File: config.mk
export PLATFORM = sky130hd
export DESIGN_NAME = util_bus_decode
export DESIGN_NICKNAME = d
export VERILOG_FILES = /design/src/core/util_decode_pkg.sv /design/src/core/util_bus_decode.sv
export SDC_FILE = /design/constraint.sdc
export NUM_CORES = 1
export LEC_CHECK = 0
export BUFFER_PORTS_ARGS = -buffer_cell sky130_fd_sc_hd__buf_2
export CAP_MARGIN = 20
export CORE_ASPECT_RATIO = 1.75
export CORE_UTILIZATION = 30
export CTS_CLUSTER_SIZE = 10
export DETAILED_ROUTE_END_ITERATION = 10
export PLACE_DENSITY = 0.59
export SYNTH_ARGS = -nofsm -noshare
export SYNTH_HDL_FRONTEND = slang
export SYNTH_SLANG_ARGS = --single-unit
File: constraint.sdc
create_clock -name core_clk -period 2.07 [get_ports core_clk]
set_input_delay 0.1035 -clock core_clk [delete_from_list [all_inputs] [get_ports core_clk]]
set_output_delay 0.1035 -clock core_clk [all_outputs]
set_load 0.03 [all_outputs]
File: src/core/util_decode_pkg.sv
// Constants for the utility-bus chip-select decoder: register indices,
// reset values, field positions, select codes and decoded I/O addresses.
// Assumes nothing of its surroundings; imported whole by the decoder.
package util_decode_pkg;

  // ****************************************************************
  // Register indices (byte address on APB is four times the index)
  // ****************************************************************
  localparam logic [7:0] IDX_CS_A = 8'h4e;
  localparam logic [7:0] IDX_CS_B = 8'h4f;
  localparam logic [7:0] IDX_ATTR_C = 8'h54;
  localparam logic [7:0] IDX_ATTR_D = 8'h55;
  localparam logic [7:0] IDX_DEC_CTRL = 8'h58;
  localparam logic [7:0] IDX_STATUS = 8'h59;

  // ****************************************************************
  // Reset values
  // ****************************************************************
  localparam logic [7:0] RST_CS_A = 8'h07;
  localparam logic [7:0] RST_CS_B = 8'h4f;
  localparam logic [7:0] RST_ATTR = 8'h00;
  localparam logic [7:0] RST_DEC_CTRL = 8'h00;

  // ****************************************************************
  // Field positions
  // ****************************************************************
  localparam int A_EXT_BIOS = 7;
  localparam int A_LOW_BIOS = 6;
  localparam int A_RANGE_SEC = 5;
  localparam int A_IDE_EN = 4;
  localparam int A_FLOP_LOW = 3;
  localparam int A_FLOP_HIGH = 2;
  localparam int A_KBD_EN = 1;
  localparam int A_RTC_EN = 0;
  localparam int B_CFG_EN = 7;
  localparam int B_P92_EN = 6;
  localparam int B_LPT_LSB = 4;
  localparam int B_COMB_LSB = 2;
  localparam int B_COMA_LSB = 0;
  localparam int C_ISA_FWD = 3;
  localparam int C_MEMSEL_EN = 4;

  // ****************************************************************
  // Select codes and sub-codes
  // ****************************************************************
  localparam logic [2:0] CODE_BIOS = 3'h0;
  localparam logic [2:0] CODE_RTC = 3'h1;
  localparam logic [2:0] CODE_KBD = 3'h2;
  localparam logic [2:0] CODE_IDE0 = 3'h3;
  localparam logic [2:0] CODE_FLOPPY = 3'h4;
  localparam logic [2:0] CODE_IDE1 = 3'h5;
  localparam logic [2:0] CODE_GROUP = 3'h6;
  localparam logic [2:0] CODE_IDLE = 3'h7;
  localparam logic [2:0] SUB_COMA = 3'h0;
  localparam logic [2:0] SUB_COMB = 3'h1;
  localparam logic [2:0] SUB_LPT = 3'h2;
  localparam logic [2:0] SUB_CPAGE = 3'h3;
  localparam logic [2:0] SUB_CFGMEM = 3'h4;
  localparam logic [2:0] SUB_NONE = 3'h7;
  localparam logic [1:0] SRC_HOST = 2'h0;

  // ****************************************************************
  // Decoded addresses
  // ****************************************************************
  localparam logic [15:0] IO_IDE_PRI = 16'h01f0;
  localparam logic [15:0] IO_IDE_SEC = 16'h0170;
  localparam logic [15:0] IO_IDECTL_PRI = 16'h03f6;
  localparam logic [15:0] IO_IDECTL_SEC = 16'h0376;
  localparam logic [15:0] IO_FLOP_PRI = 16'h03f0;
  localparam logic [15:0] IO_FLOP_SEC = 16'h0370;
  localparam logic [15:0] IO_KBD = 16'h0060;
  localparam logic [15:0] IO_RTC = 16'h0070;
  localparam logic [15:0] IO_CPAGE = 16'h0c00;
  localparam logic [15:0] IO_CFGMEM = 16'h0800;
  localparam logic [15:0] IO_P92 = 16'h0092;
  localparam logic [15:0] IO_LPT1 = 16'h03bc;
  localparam logic [15:0] IO_LPT2 = 16'h0378;
  localparam logic [15:0] IO_LPT3 = 16'h0278;
  localparam logic [15:0] IO_COM1 = 16'h03f8;
  localparam logic [15:0] IO_COM2 = 16'h02f8;
  localparam logic [15:0] MEM_LOWBIOS = 16'h000e;
  localparam logic [15:0] MEM_LOWBIOS_4G = 16'hfffe;
  localparam logic [15:0] MEM_LOWBIOS_4G1M = 16'hffee;
  localparam logic [15:0] MEM_SEG_C = 16'h000c;
  localparam logic [15:0] MEM_SEG_D = 16'h000d;
  localparam logic [12:0] MEM_EXTBIOS_TOP = 13'h1fff;

endpackage

File: src/core/util_bus_decode.sv
// Utility-bus chip-select decoder with an APB register slave.
// Assumes access requests come from logic on core_clk, one request per
// asserted accValid cycle; diskChangeIn is an asynchronous pin.
//
// Summary of operation
// - Extended BIOS enable gates BIOS code and transceiver for FFF80000h-FFFDFFFFh.
// - Lower BIOS enable gives BIOS code; host accesses positive unless memory select on.
// - Lower BIOS enabled keeps ISA/DMA off host bus; else forwarded per bit 3.
// - IDE enable gates IDE codes and transceiver for task-file and control ports.
// - One range bit picks primary or secondary for floppy and IDE; reset primary.
// - Floppy low and high enables; disk-change low forces code 111, no select.
// - Reset sets upper floppy enable, clears lower floppy enable.
// - IDE enabled makes shared control ports give IDE second select, not floppy.
// - Keyboard enable gates its code and transceiver for ports 60h-66h even.
// - Clock enable gates code, latch strobe, chip select, transceiver for 70h-77h.
// - Config enable gates page-port write and window read/write selects.
// - Port 92 access allowed only while its enable is set; reset sets it.
// - Parallel field picks one of three ranges or disabled; reset 00.
// - Serial B field picks range or disables; hit gives port B code; reset 11.
// - Serial A field same encoding, gives port A code; reset 11.
// - Same range on A and B suppresses B, A still decodes.
// - Even attribute bits enable main-memory select for segment reads.
// - Odd attribute bits enable main-memory select for segment writes.
// - Both enables clear or memory select off denies the segment.
// - Bit pairs cover ascending 16 KB segments of C and D areas.
//
// Implementation choice: register access over APB.
`timescale 1ns/10ps
module util_bus_decode
  import util_decode_pkg::*;
(
  input wire logic core_clk,
  input wire logic nrst,
  // APB slave
  input wire logic psel,
  input wire logic penable,
  input wire logic pwrite,
  input wire logic [11:0] paddr,
  input wire logic [31:0] pwdata,
  output logic [31:0] prdata,
  output logic pready,
  output logic pslverr,
  // Access being decoded
  input wire logic accValid,
  input wire logic accIsMem,
  input wire logic accIsWrite,
  input wire logic [1:0] accSource,
  input wire logic [31:0] accAddr,
  input wire logic diskChangeIn,
  // Decoder outputs
  output logic [2:0] encodedSelectCode,
  output logic [2:0] groupSubcode,
  output logic xcvrOutputEnableN,
  output logic floppySelectN,
  output logic diskCtrlSelect1N,
  output logic clockChipLatchN,
  output logic clockChipSelectN,
  output logic configPageSelectN,
  output logic configMemSelectN,
  output logic mainMemSelectN,
  output logic port92Allow,
  output logic isaPositiveDecode,
  output logic hostBusForward
);

  // ****************************************************************
  // Registers and pin synchroniser
  // ****************************************************************
  logic [7:0] csA_q, csB_q, attrC_q, attrD_q, decCtrl_q;
  logic dskMeta_q, dskSync_q;

  // Disk-change pin crosses in on two flops; only dskSync_q is read
  always_ff @(posedge core_clk) begin
    if (!nrst) begin
      dskMeta_q <= 1'b0;
      dskSync_q <= 1'b0;
    end else begin
      dskMeta_q <= diskChangeIn;
      dskSync_q <= dskMeta_q;
    end
  end

  // ****************************************************************
  // APB decode
  // ****************************************************************
  wire logic [7:0] regIdx = paddr[9:2];
  wire logic idxCsA = regIdx == IDX_CS_A;
  wire logic idxCsB = regIdx == IDX_CS_B;
  wire logic idxAttrC = regIdx == IDX_ATTR_C;
  wire logic idxAttrD = regIdx == IDX_ATTR_D;
  wire logic idxCtrl = regIdx == IDX_DEC_CTRL;
  wire logic idxStat = regIdx == IDX_STATUS;
  wire logic mapped = (paddr[11:10] == 2'b00) && (paddr[1:0] == 2'b00) &&
                      (idxCsA || idxCsB || idxAttrC || idxAttrD || idxCtrl || idxStat);
  wire logic wrFire = psel && penable && pwrite && mapped;
  wire logic setupPhase = psel && !penable;

  // Zero-wait slave: answer in the first access cycle
  assign pready = psel && penable;
  assign pslverr = psel && penable && !mapped;

  // Software-writable registers; status is read-only
  always_ff @(posedge core_clk) begin
    if (!nrst) begin
      csA_q <= RST_CS_A;
      csB_q <= RST_CS_B;
      attrC_q <= RST_ATTR;
      attrD_q <= RST_ATTR;
      decCtrl_q <= RST_DEC_CTRL;
    end else if (wrFire) begin
      if (idxCsA) csA_q <= pwdata[7:0];
      if (idxCsB) csB_q <= pwdata[7:0];
      if (idxAttrC) attrC_q <= pwdata[7:0];
      if (idxAttrD) attrD_q <= pwdata[7:0];
      if (idxCtrl) decCtrl_q <= {3'h0, pwdata[4:3], 3'h0};
    end
  end

  // ****************************************************************
  // Address decode of the current access
  // ****************************************************************
  wire logic [15:0] io = accAddr[15:0];
  wire logic ioAcc = accValid && !accIsMem && (accAddr[31:16] == 16'h0000);
  wire logic memAcc = accValid && accIsMem;
  wire logic fromHost = accSource == SRC_HOST;
  wire logic secRange = csA_q[A_RANGE_SEC];
  wire logic ideEn = csA_q[A_IDE_EN];

  // BIOS areas
  wire logic extBiosAddr = (accAddr[31:19] == MEM_EXTBIOS_TOP) && (accAddr[18:17] != 2'b11);
  wire logic extBiosHit = memAcc && fromHost && csA_q[A_EXT_BIOS] && extBiosAddr;
  wire logic lowBiosAddr = (accAddr[31:16] == MEM_LOWBIOS) ||
                           (accAddr[31:16] == MEM_LOWBIOS_4G) ||
                           (accAddr[31:16] == MEM_LOWBIOS_4G1M);
  wire logic lowBiosHit = memAcc && csA_q[A_LOW_BIOS] && lowBiosAddr;

  // IDE task file and shared control ports
  wire logic [15:0] ideBase = secRange ? IO_IDE_SEC : IO_IDE_PRI;
  wire logic [15:0] ideCtlBase = secRange ? IO_IDECTL_SEC : IO_IDECTL_PRI;
  wire logic ideTaskAddr = ioAcc && (io[15:3] == ideBase[15:3]);
  wire logic ideCtlAddr = ioAcc && (io[15:1] == ideCtlBase[15:1]);
  wire logic ideTaskHit = ideEn && ideTaskAddr;
  wire logic ideCtlHit = ideEn && ideCtlAddr;

  // Floppy: first two ports and the rest of the selected range
  wire logic [15:0] flopBase = secRange ? IO_FLOP_SEC : IO_FLOP_PRI;
  wire logic flopLowAddr = ioAcc && (io[15:1] == flopBase[15:1]);
  wire logic flopHighPri = (io[15:3] == IO_FLOP_PRI[15:3]) && (io[2:1] != 2'b00);
  wire logic flopHighSec = (io[15:4] == IO_FLOP_SEC[15:4]) && (io[3:1] != 3'h0);
  wire logic flopHighAddr = ioAcc && (secRange ? flopHighSec : flopHighPri);
  wire logic flopAddrHit = (csA_q[A_FLOP_LOW] && flopLowAddr) ||
                           (csA_q[A_FLOP_HIGH] && flopHighAddr);
  wire logic flopHit = flopAddrHit && !ideCtlHit;
  wire logic flopBlocked = flopHit && !dskSync_q;

  // Keyboard and clock chip
  wire logic kbdHit = ioAcc && csA_q[A_KBD_EN] && (io[15:3] == IO_KBD[15:3]) && !io[0];
  wire logic rtcHit = ioAcc && csA_q[A_RTC_EN] && (io[15:3] == IO_RTC[15:3]);

  // Configuration RAM: page port on writes only, window on both
  wire logic cfgPageHit = ioAcc && accIsWrite && csB_q[B_CFG_EN] && (io == IO_CPAGE);
  wire logic cfgMemHit = ioAcc && csB_q[B_CFG_EN] && (io[15:8] == IO_CFGMEM[15:8]);
  wire logic p92Hit = ioAcc && csB_q[B_P92_EN] && (io == IO_P92);

  // Parallel port range select
  wire logic [1:0] lptSel = csB_q[B_LPT_LSB +: 2];
  wire logic lptHit = ioAcc && (((lptSel == 2'b00) && (io[15:2] == IO_LPT1[15:2])) ||
                                ((lptSel == 2'b01) && (io[15:3] == IO_LPT2[15:3])) ||
                                ((lptSel == 2'b10) && (io[15:3] == IO_LPT3[15:3])));

  // Serial ports: 10 and 11 both decode nothing
  wire logic [1:0] comASel = csB_q[B_COMA_LSB +: 2];
  wire logic [1:0] comBSel = csB_q[B_COMB_LSB +: 2];
  wire logic com1Addr = io[15:3] == IO_COM1[15:3];
  wire logic com2Addr = io[15:3] == IO_COM2[15:3];
  wire logic comAHit = ioAcc && (((comASel == 2'b00) && com1Addr) ||
                                 ((comASel == 2'b01) && com2Addr));
  wire logic comBRaw = ioAcc && (((comBSel == 2'b00) && com1Addr) ||
                                 ((comBSel == 2'b01) && com2Addr));
  wire logic comBHit = comBRaw && (comBSel != comASel);

  // Expansion ROM segments: C area then D area, 16 KB each, ascending
  wire logic segArea = memAcc && ((accAddr[31:16] == MEM_SEG_C) ||
                                  (accAddr[31:16] == MEM_SEG_D));
  wire logic [7:0] attrSel = accAddr[16] ? attrD_q : attrC_q;
  wire logic [2:0] segBit = {accAddr[15:14], 1'b0};
  wire logic segRead = attrSel[segBit];
  wire logic segWrite = attrSel[segBit + 3'h1];
  wire logic memSelOn = decCtrl_q[C_MEMSEL_EN];
  wire logic mainMemHit = segArea && memSelOn && (accIsWrite ? segWrite : segRead);

  // Bridge steering of the lower BIOS block
  wire logic lowBiosPositive = lowBiosHit && fromHost && !memSelOn;
  wire logic fwdToHost = memAcc && !fromHost && lowBiosAddr &&
                         !csA_q[A_LOW_BIOS] && decCtrl_q[C_ISA_FWD];

  // ****************************************************************
  // Code selection, fixed priority
  // ****************************************************************
  // IDE control ports win over floppy; floppy over the parallel range it
  // overlaps in the secondary map.
  wire logic groupHit = comAHit || comBHit || lptHit || cfgPageHit || cfgMemHit;
  wire logic [2:0] nextCode =
      (extBiosHit || lowBiosHit) ? CODE_BIOS :
      ideCtlHit ? CODE_IDE1 :
      ideTaskHit ? CODE_IDE0 :
      flopHit ? (dskSync_q ? CODE_FLOPPY : CODE_IDLE) :
      kbdHit ? CODE_KBD :
      rtcHit ? CODE_RTC :
      groupHit ? CODE_GROUP :
      CODE_IDLE;
  wire logic [2:0] nextSub =
      comAHit ? SUB_COMA :
      comBHit ? SUB_COMB :
      lptHit ? SUB_LPT :
      cfgPageHit ? SUB_CPAGE :
      cfgMemHit ? SUB_CFGMEM :
      SUB_NONE;
  wire logic anyCode = (nextCode != CODE_IDLE);
  wire logic flopSel = flopHit && !flopBlocked && !(extBiosHit || lowBiosHit);

  // Outputs registered one cycle after the access is presented
  always_ff @(posedge core_clk) begin
    if (!nrst) begin
      encodedSelectCode <= CODE_IDLE;
      groupSubcode <= SUB_NONE;
      xcvrOutputEnableN <= 1'b1;
      floppySelectN <= 1'b1;
      diskCtrlSelect1N <= 1'b1;
      clockChipLatchN <= 1'b1;
      clockChipSelectN <= 1'b1;
      configPageSelectN <= 1'b1;
      configMemSelectN <= 1'b1;
      mainMemSelectN <= 1'b1;
      port92Allow <= 1'b0;
      isaPositiveDecode <= 1'b0;
      hostBusForward <= 1'b0;
    end else begin
      encodedSelectCode <= nextCode;
      groupSubcode <= (nextCode == CODE_GROUP) ? nextSub : SUB_NONE;
      xcvrOutputEnableN <= !anyCode;
      floppySelectN <= !(flopSel && (nextCode == CODE_FLOPPY));
      diskCtrlSelect1N <= !(nextCode == CODE_IDE1);
      clockChipLatchN <= !((nextCode == CODE_RTC) && accIsWrite && !io[0]);
      clockChipSelectN <= !((nextCode == CODE_RTC) && !(accIsWrite && !io[0]));
      configPageSelectN <= !((nextCode == CODE_GROUP) && (nextSub == SUB_CPAGE));
      configMemSelectN <= !((nextCode == CODE_GROUP) && (nextSub == SUB_CFGMEM));
      mainMemSelectN <= !mainMemHit;
      port92Allow <= p92Hit;
      isaPositiveDecode <= lowBiosPositive || extBiosHit;
      hostBusForward <= fwdToHost;
    end
  end

  // ****************************************************************
  // Read data, captured in the setup cycle
  // ****************************************************************
  wire logic [7:0] statusWord = {2'b00, dskSync_q, !mainMemSelectN, !xcvrOutputEnableN,
                                 encodedSelectCode};
  wire logic [7:0] rdByte = idxCsA ? csA_q :
                            idxCsB ? csB_q :
                            idxAttrC ? attrC_q :
                            idxAttrD ? attrD_q :
                            idxCtrl ? decCtrl_q :
                            idxStat ? statusWord : 8'h00;

  // Unmapped reads return zero; upper bytes always read zero
  always_ff @(posedge core_clk) begin
    if (!nrst) begin
      prdata <= 32'h0000_0000;
    end else if (setupPhase) begin
      prdata <= {24'h00_0000, (mapped && !pwrite) ? rdByte : 8'h00};
    end
  end

endmodule // util_bus_decode

==> summary.md <==
| Metric | Value |
|---|---|
| Worst EP required | `2.28 ns` |
| Die extent in x | `83.91 µm` |
| VDD IR-drop max | `354.6 µV` |
| Critical Path Start Type | `flop` |
| Final Wtd Congestion | `0.8909` |
| Syn-to-layout area delta | `24.90%` |
| Layout cell share with drive strength beyond 1 | `29.22%` |
| Layout net count | `570` |
| Clk slew on worst S/H paths | `0.05 ns` |
| Total CTS buffers | `9` |
| Initial DRC Count | `193` |
| First-pass GRT wire length | `16,980 µm` |
| Lkg Pwr | `1.705 nW` |
| Cell count after synthesis | `384` |
| Highest-delay cell along the critical path | `or4b_1` |
| Number of global-route vias before repair | `3,321` |
| Crit path cell chain | `or4b_1 > o211ai_1 > nand4_1 > a31oi_4 > o21ai_2 > or3_1` |
| Final hold vios | `0` |
| Most frequent cell after synthesis | `dfxtp_1` |
| Post-synth top area share | `34.67%` |
| Max Cap Viol | `0` |
| Post-DR vias/cell | `5.251` |
| Number of library cell types mapped by synthesis | `65` |
| CTS tree | `built` |
| Final cell count without fillers | `621` |
| R2r endpoint | `diskCtrlSelect1N` |
| Post-DP Area | `4093 µm²` |
| Sequential Area | `1222 µm²` |
| Worst Setup End Kind | `flop` |
| Flop-to-flop setup slack | `0.12 ns` |
| Power Density | `663.1 nW/µm²` |
| DRC viols | `24` |
| Sequential share of the synthesized area | `34.67%` |
| Worst r2r src | `csA_q[3]` |
| Drt total wl | `10,470 µm` |
| Clock root buffer | `clkbuf_16` |
| Worst R2R Path Depth | `6` |
| Post-synth top area cell | `dfxtp_1` |
| CP max FO | `3` |
| CTS Buffer Depth | `2` |
| Ys async rst share | `0%` |
| RSZ-0062 raised after global routing | `false` |
| Status | `finished with violations` |
| Synthesized area | `3522 µm²` |
| Remaining antenna violation count after routing | `0` |
| Synth Warn # | `0` |
| Slew Limit Fails | `0` |
| Final Setup Violations | `0` |
| Power Total | `0.002917 W` |
| # IOs | `138` |
| Post-Syn Area per Cell | `9.172 µm²` |
| DP Wirelength | `8370 µm` |
| Die Ht | `145.3 µm` |
| Clock Latency Late Sink | `0.33 ns` |
| Sink Count | `61` |
| Synth Flop Type | `dfxtp_1` |
| Commonest cells post-synth | `dfxtp_1 (61), mux2i_1 (38), nand2_1 (33), nor2b_1 (30), buf_4 (24)` |
| Dpl cells | `606` |
| CP Class | `reg2reg` |
| Cell Rows | `52` |
| CP Data Arrival Time | `2.16 ns` |
| Number of stages on the worst hold path | `2` |
| Layout fillers | `1,177` |
| Crit path max-delay family | `simple AND/OR/NAND/NOR gates` |
| Critical Path Stages | `6` |
| Wire per inst | `16.85 µm` |
| Worst Hold Class | `in2reg` |
| TritonRoute pass-1 iters | `10` |
| Global Route Usage Sum | `17.85%` |
| IO buf count | `89` |
| Initial antenna violation count | `0` |
| Total core area | `11,520 µm²` |
| Multi-input gate area in the final layout | `2112 µm²` |
| Postcts setup bufs | `0` |
| Largest cells by area after synthesis | `dfxtp_1 (35%), mux2i_1 (11%), nor2b_1 (5.3%)` |
| Hold Startpoint | `accIsWrite` |
| Largest net degree at the start of global routing | `32` |
| WHS Endpoint | `clockChipLatchN` |
| FMAX | `0.5131 GHz` |
| Total number of vias | `3,261` |
| #FFs+latches synth | `61` |
| Post-synth EDFFs | `0` |
| DIE AREA | `12,190 µm²` |
| Inserted Diodes | `0` |
| Period minus WS final | `1.949 ns` |
| Final instance area | `4399 µm²` |
| Setup TNS | `0 ns` |
| Hold WS | `0.01767 ns` |
| Failing checks | `DRC` |
| Layout Skew | `0.006114 ns` |
| CP bufs+invs | `0` |
| H-tree Lvls | `3` |
| Crit-path max cell delay | `0.44 ns` |
| Grt ovf | `0` |
| Starting Density | `30.58%` |
| Crit share post-route | `94.16%` |
## sequential cells by signal (all words and copies together), names as in the netlist, 2 cells and up
signal             cells
attrC_q                8
attrD_q                8
csA_q                  8
csB_q                  8
prdata                 8
encodedSelectCode      3
groupSubcode           3
decCtrl_q              2
## report_power, final
| group | leakage, nW | internal (W) | switching [W] |
|---|---|---|---|
| clock | 0.139 | 0.000948 | 0.000503 |
| combinational | 1.07 | 0.0000951 | 0.000192 |
| sequential | 0.493 | 0.00118 | 0.00000166 |
## cell usage in the layout, fill, tap and decap left out, drive strengths merged, types with 5 or more instances in the layout
| cell type | netlist | layout |
|---|---|---|
| a21oi | 5 | 5 |
| a22oi | 9 | 9 |
| and2 | 8 | 8 |
| and3 | 8 | 8 |
| buf | 31 | 105 |
| clkbuf | 10 | 12 |
| conb | 1 | 24 |
| dfxtp | 61 | 61 |
| inv | 7 | 7 |
| mux2i | 38 | 38 |
| mux4 | 5 | 5 |
| nand2 | 34 | 34 |
| nand3 | 19 | 19 |
| nand4 | 10 | 10 |
| nor2 | 11 | 11 |
| nor2b | 30 | 30 |
| nor3 | 13 | 13 |
| nor4 | 10 | 10 |
| o211ai | 7 | 7 |
| o21ai | 6 | 6 |
| o22ai | 6 | 6 |
| or3 | 5 | 5 |
## layer usage
layer  vias up  global-route usage, %  wire length [µm]
met2       128                  33.11              5575
met1      1554                  18.39              3964
met4         0                  10.52               469
li1       1553                      -                 -
met3        26                  3.120               456
met5         -                      0                 0
## through the flow
stage               util [%]  setup WS, ns
CTS                    38.07       0.05548
finish                 38.20        0.1210
global route           38.20       0.02013
detailed placement     35.54       0.06573
global placement       35.54        0.1039
floorplan                  -        0.2014
## cell type report
| class | instances | share of cell area, % |
|---|---|---|
| clock buffers | 12 | 5.603 |
| well taps | 135 | 3.840 |
| flip-flops and latches | 61 | 27.79 |
| clock inverters | 2 | 0.7964 |
| inverters | 7 | 0.5973 |
| multi-input cells | 298 | 48.01 |
| repair buffers | 106 | 13.37 |
## kinds of logic (layout without fill, tap and decap cells)
kind of cell	Yosys count	after routing	synth area share (%)
other	1	24	0.1065
AOI/OAI and AO/OA	53	53	11.47
and+or+nand+nor	172	172	29.77
xor gates and xnor gates	5	5	1.244
buffers and inverters	48	127	8.206
muxes	44	44	14.53
DFF	61	61	34.67
## how the worst max path moves through the flow
| stage | startpoint | end | slack [ns] |
|---|---|---|---|
| floorplan | csB_q[5] | configMemSelectN | 0.20 |
| global placement | csB_q[4] | encodedSelectCode[0] | 0.10 |
| detailed placement | csB_q[4] | groupSubcode[1] | 0.07 |
| CTS | csB_q[4] | groupSubcode[1] | 0.06 |
| global route | csA_q[3] | groupSubcode[1] | 0.02 |
| finish | csA_q[3] | diskCtrlSelect1N | 0.12 |
## repair_timing
action,4_1_cts,5_1_grt
hold endpoints to repair,1,0
setup endpoints to repair,0,8
gates resized for setup,0,4
hold buffers,1,0
(Power assumes the default switching activity.)
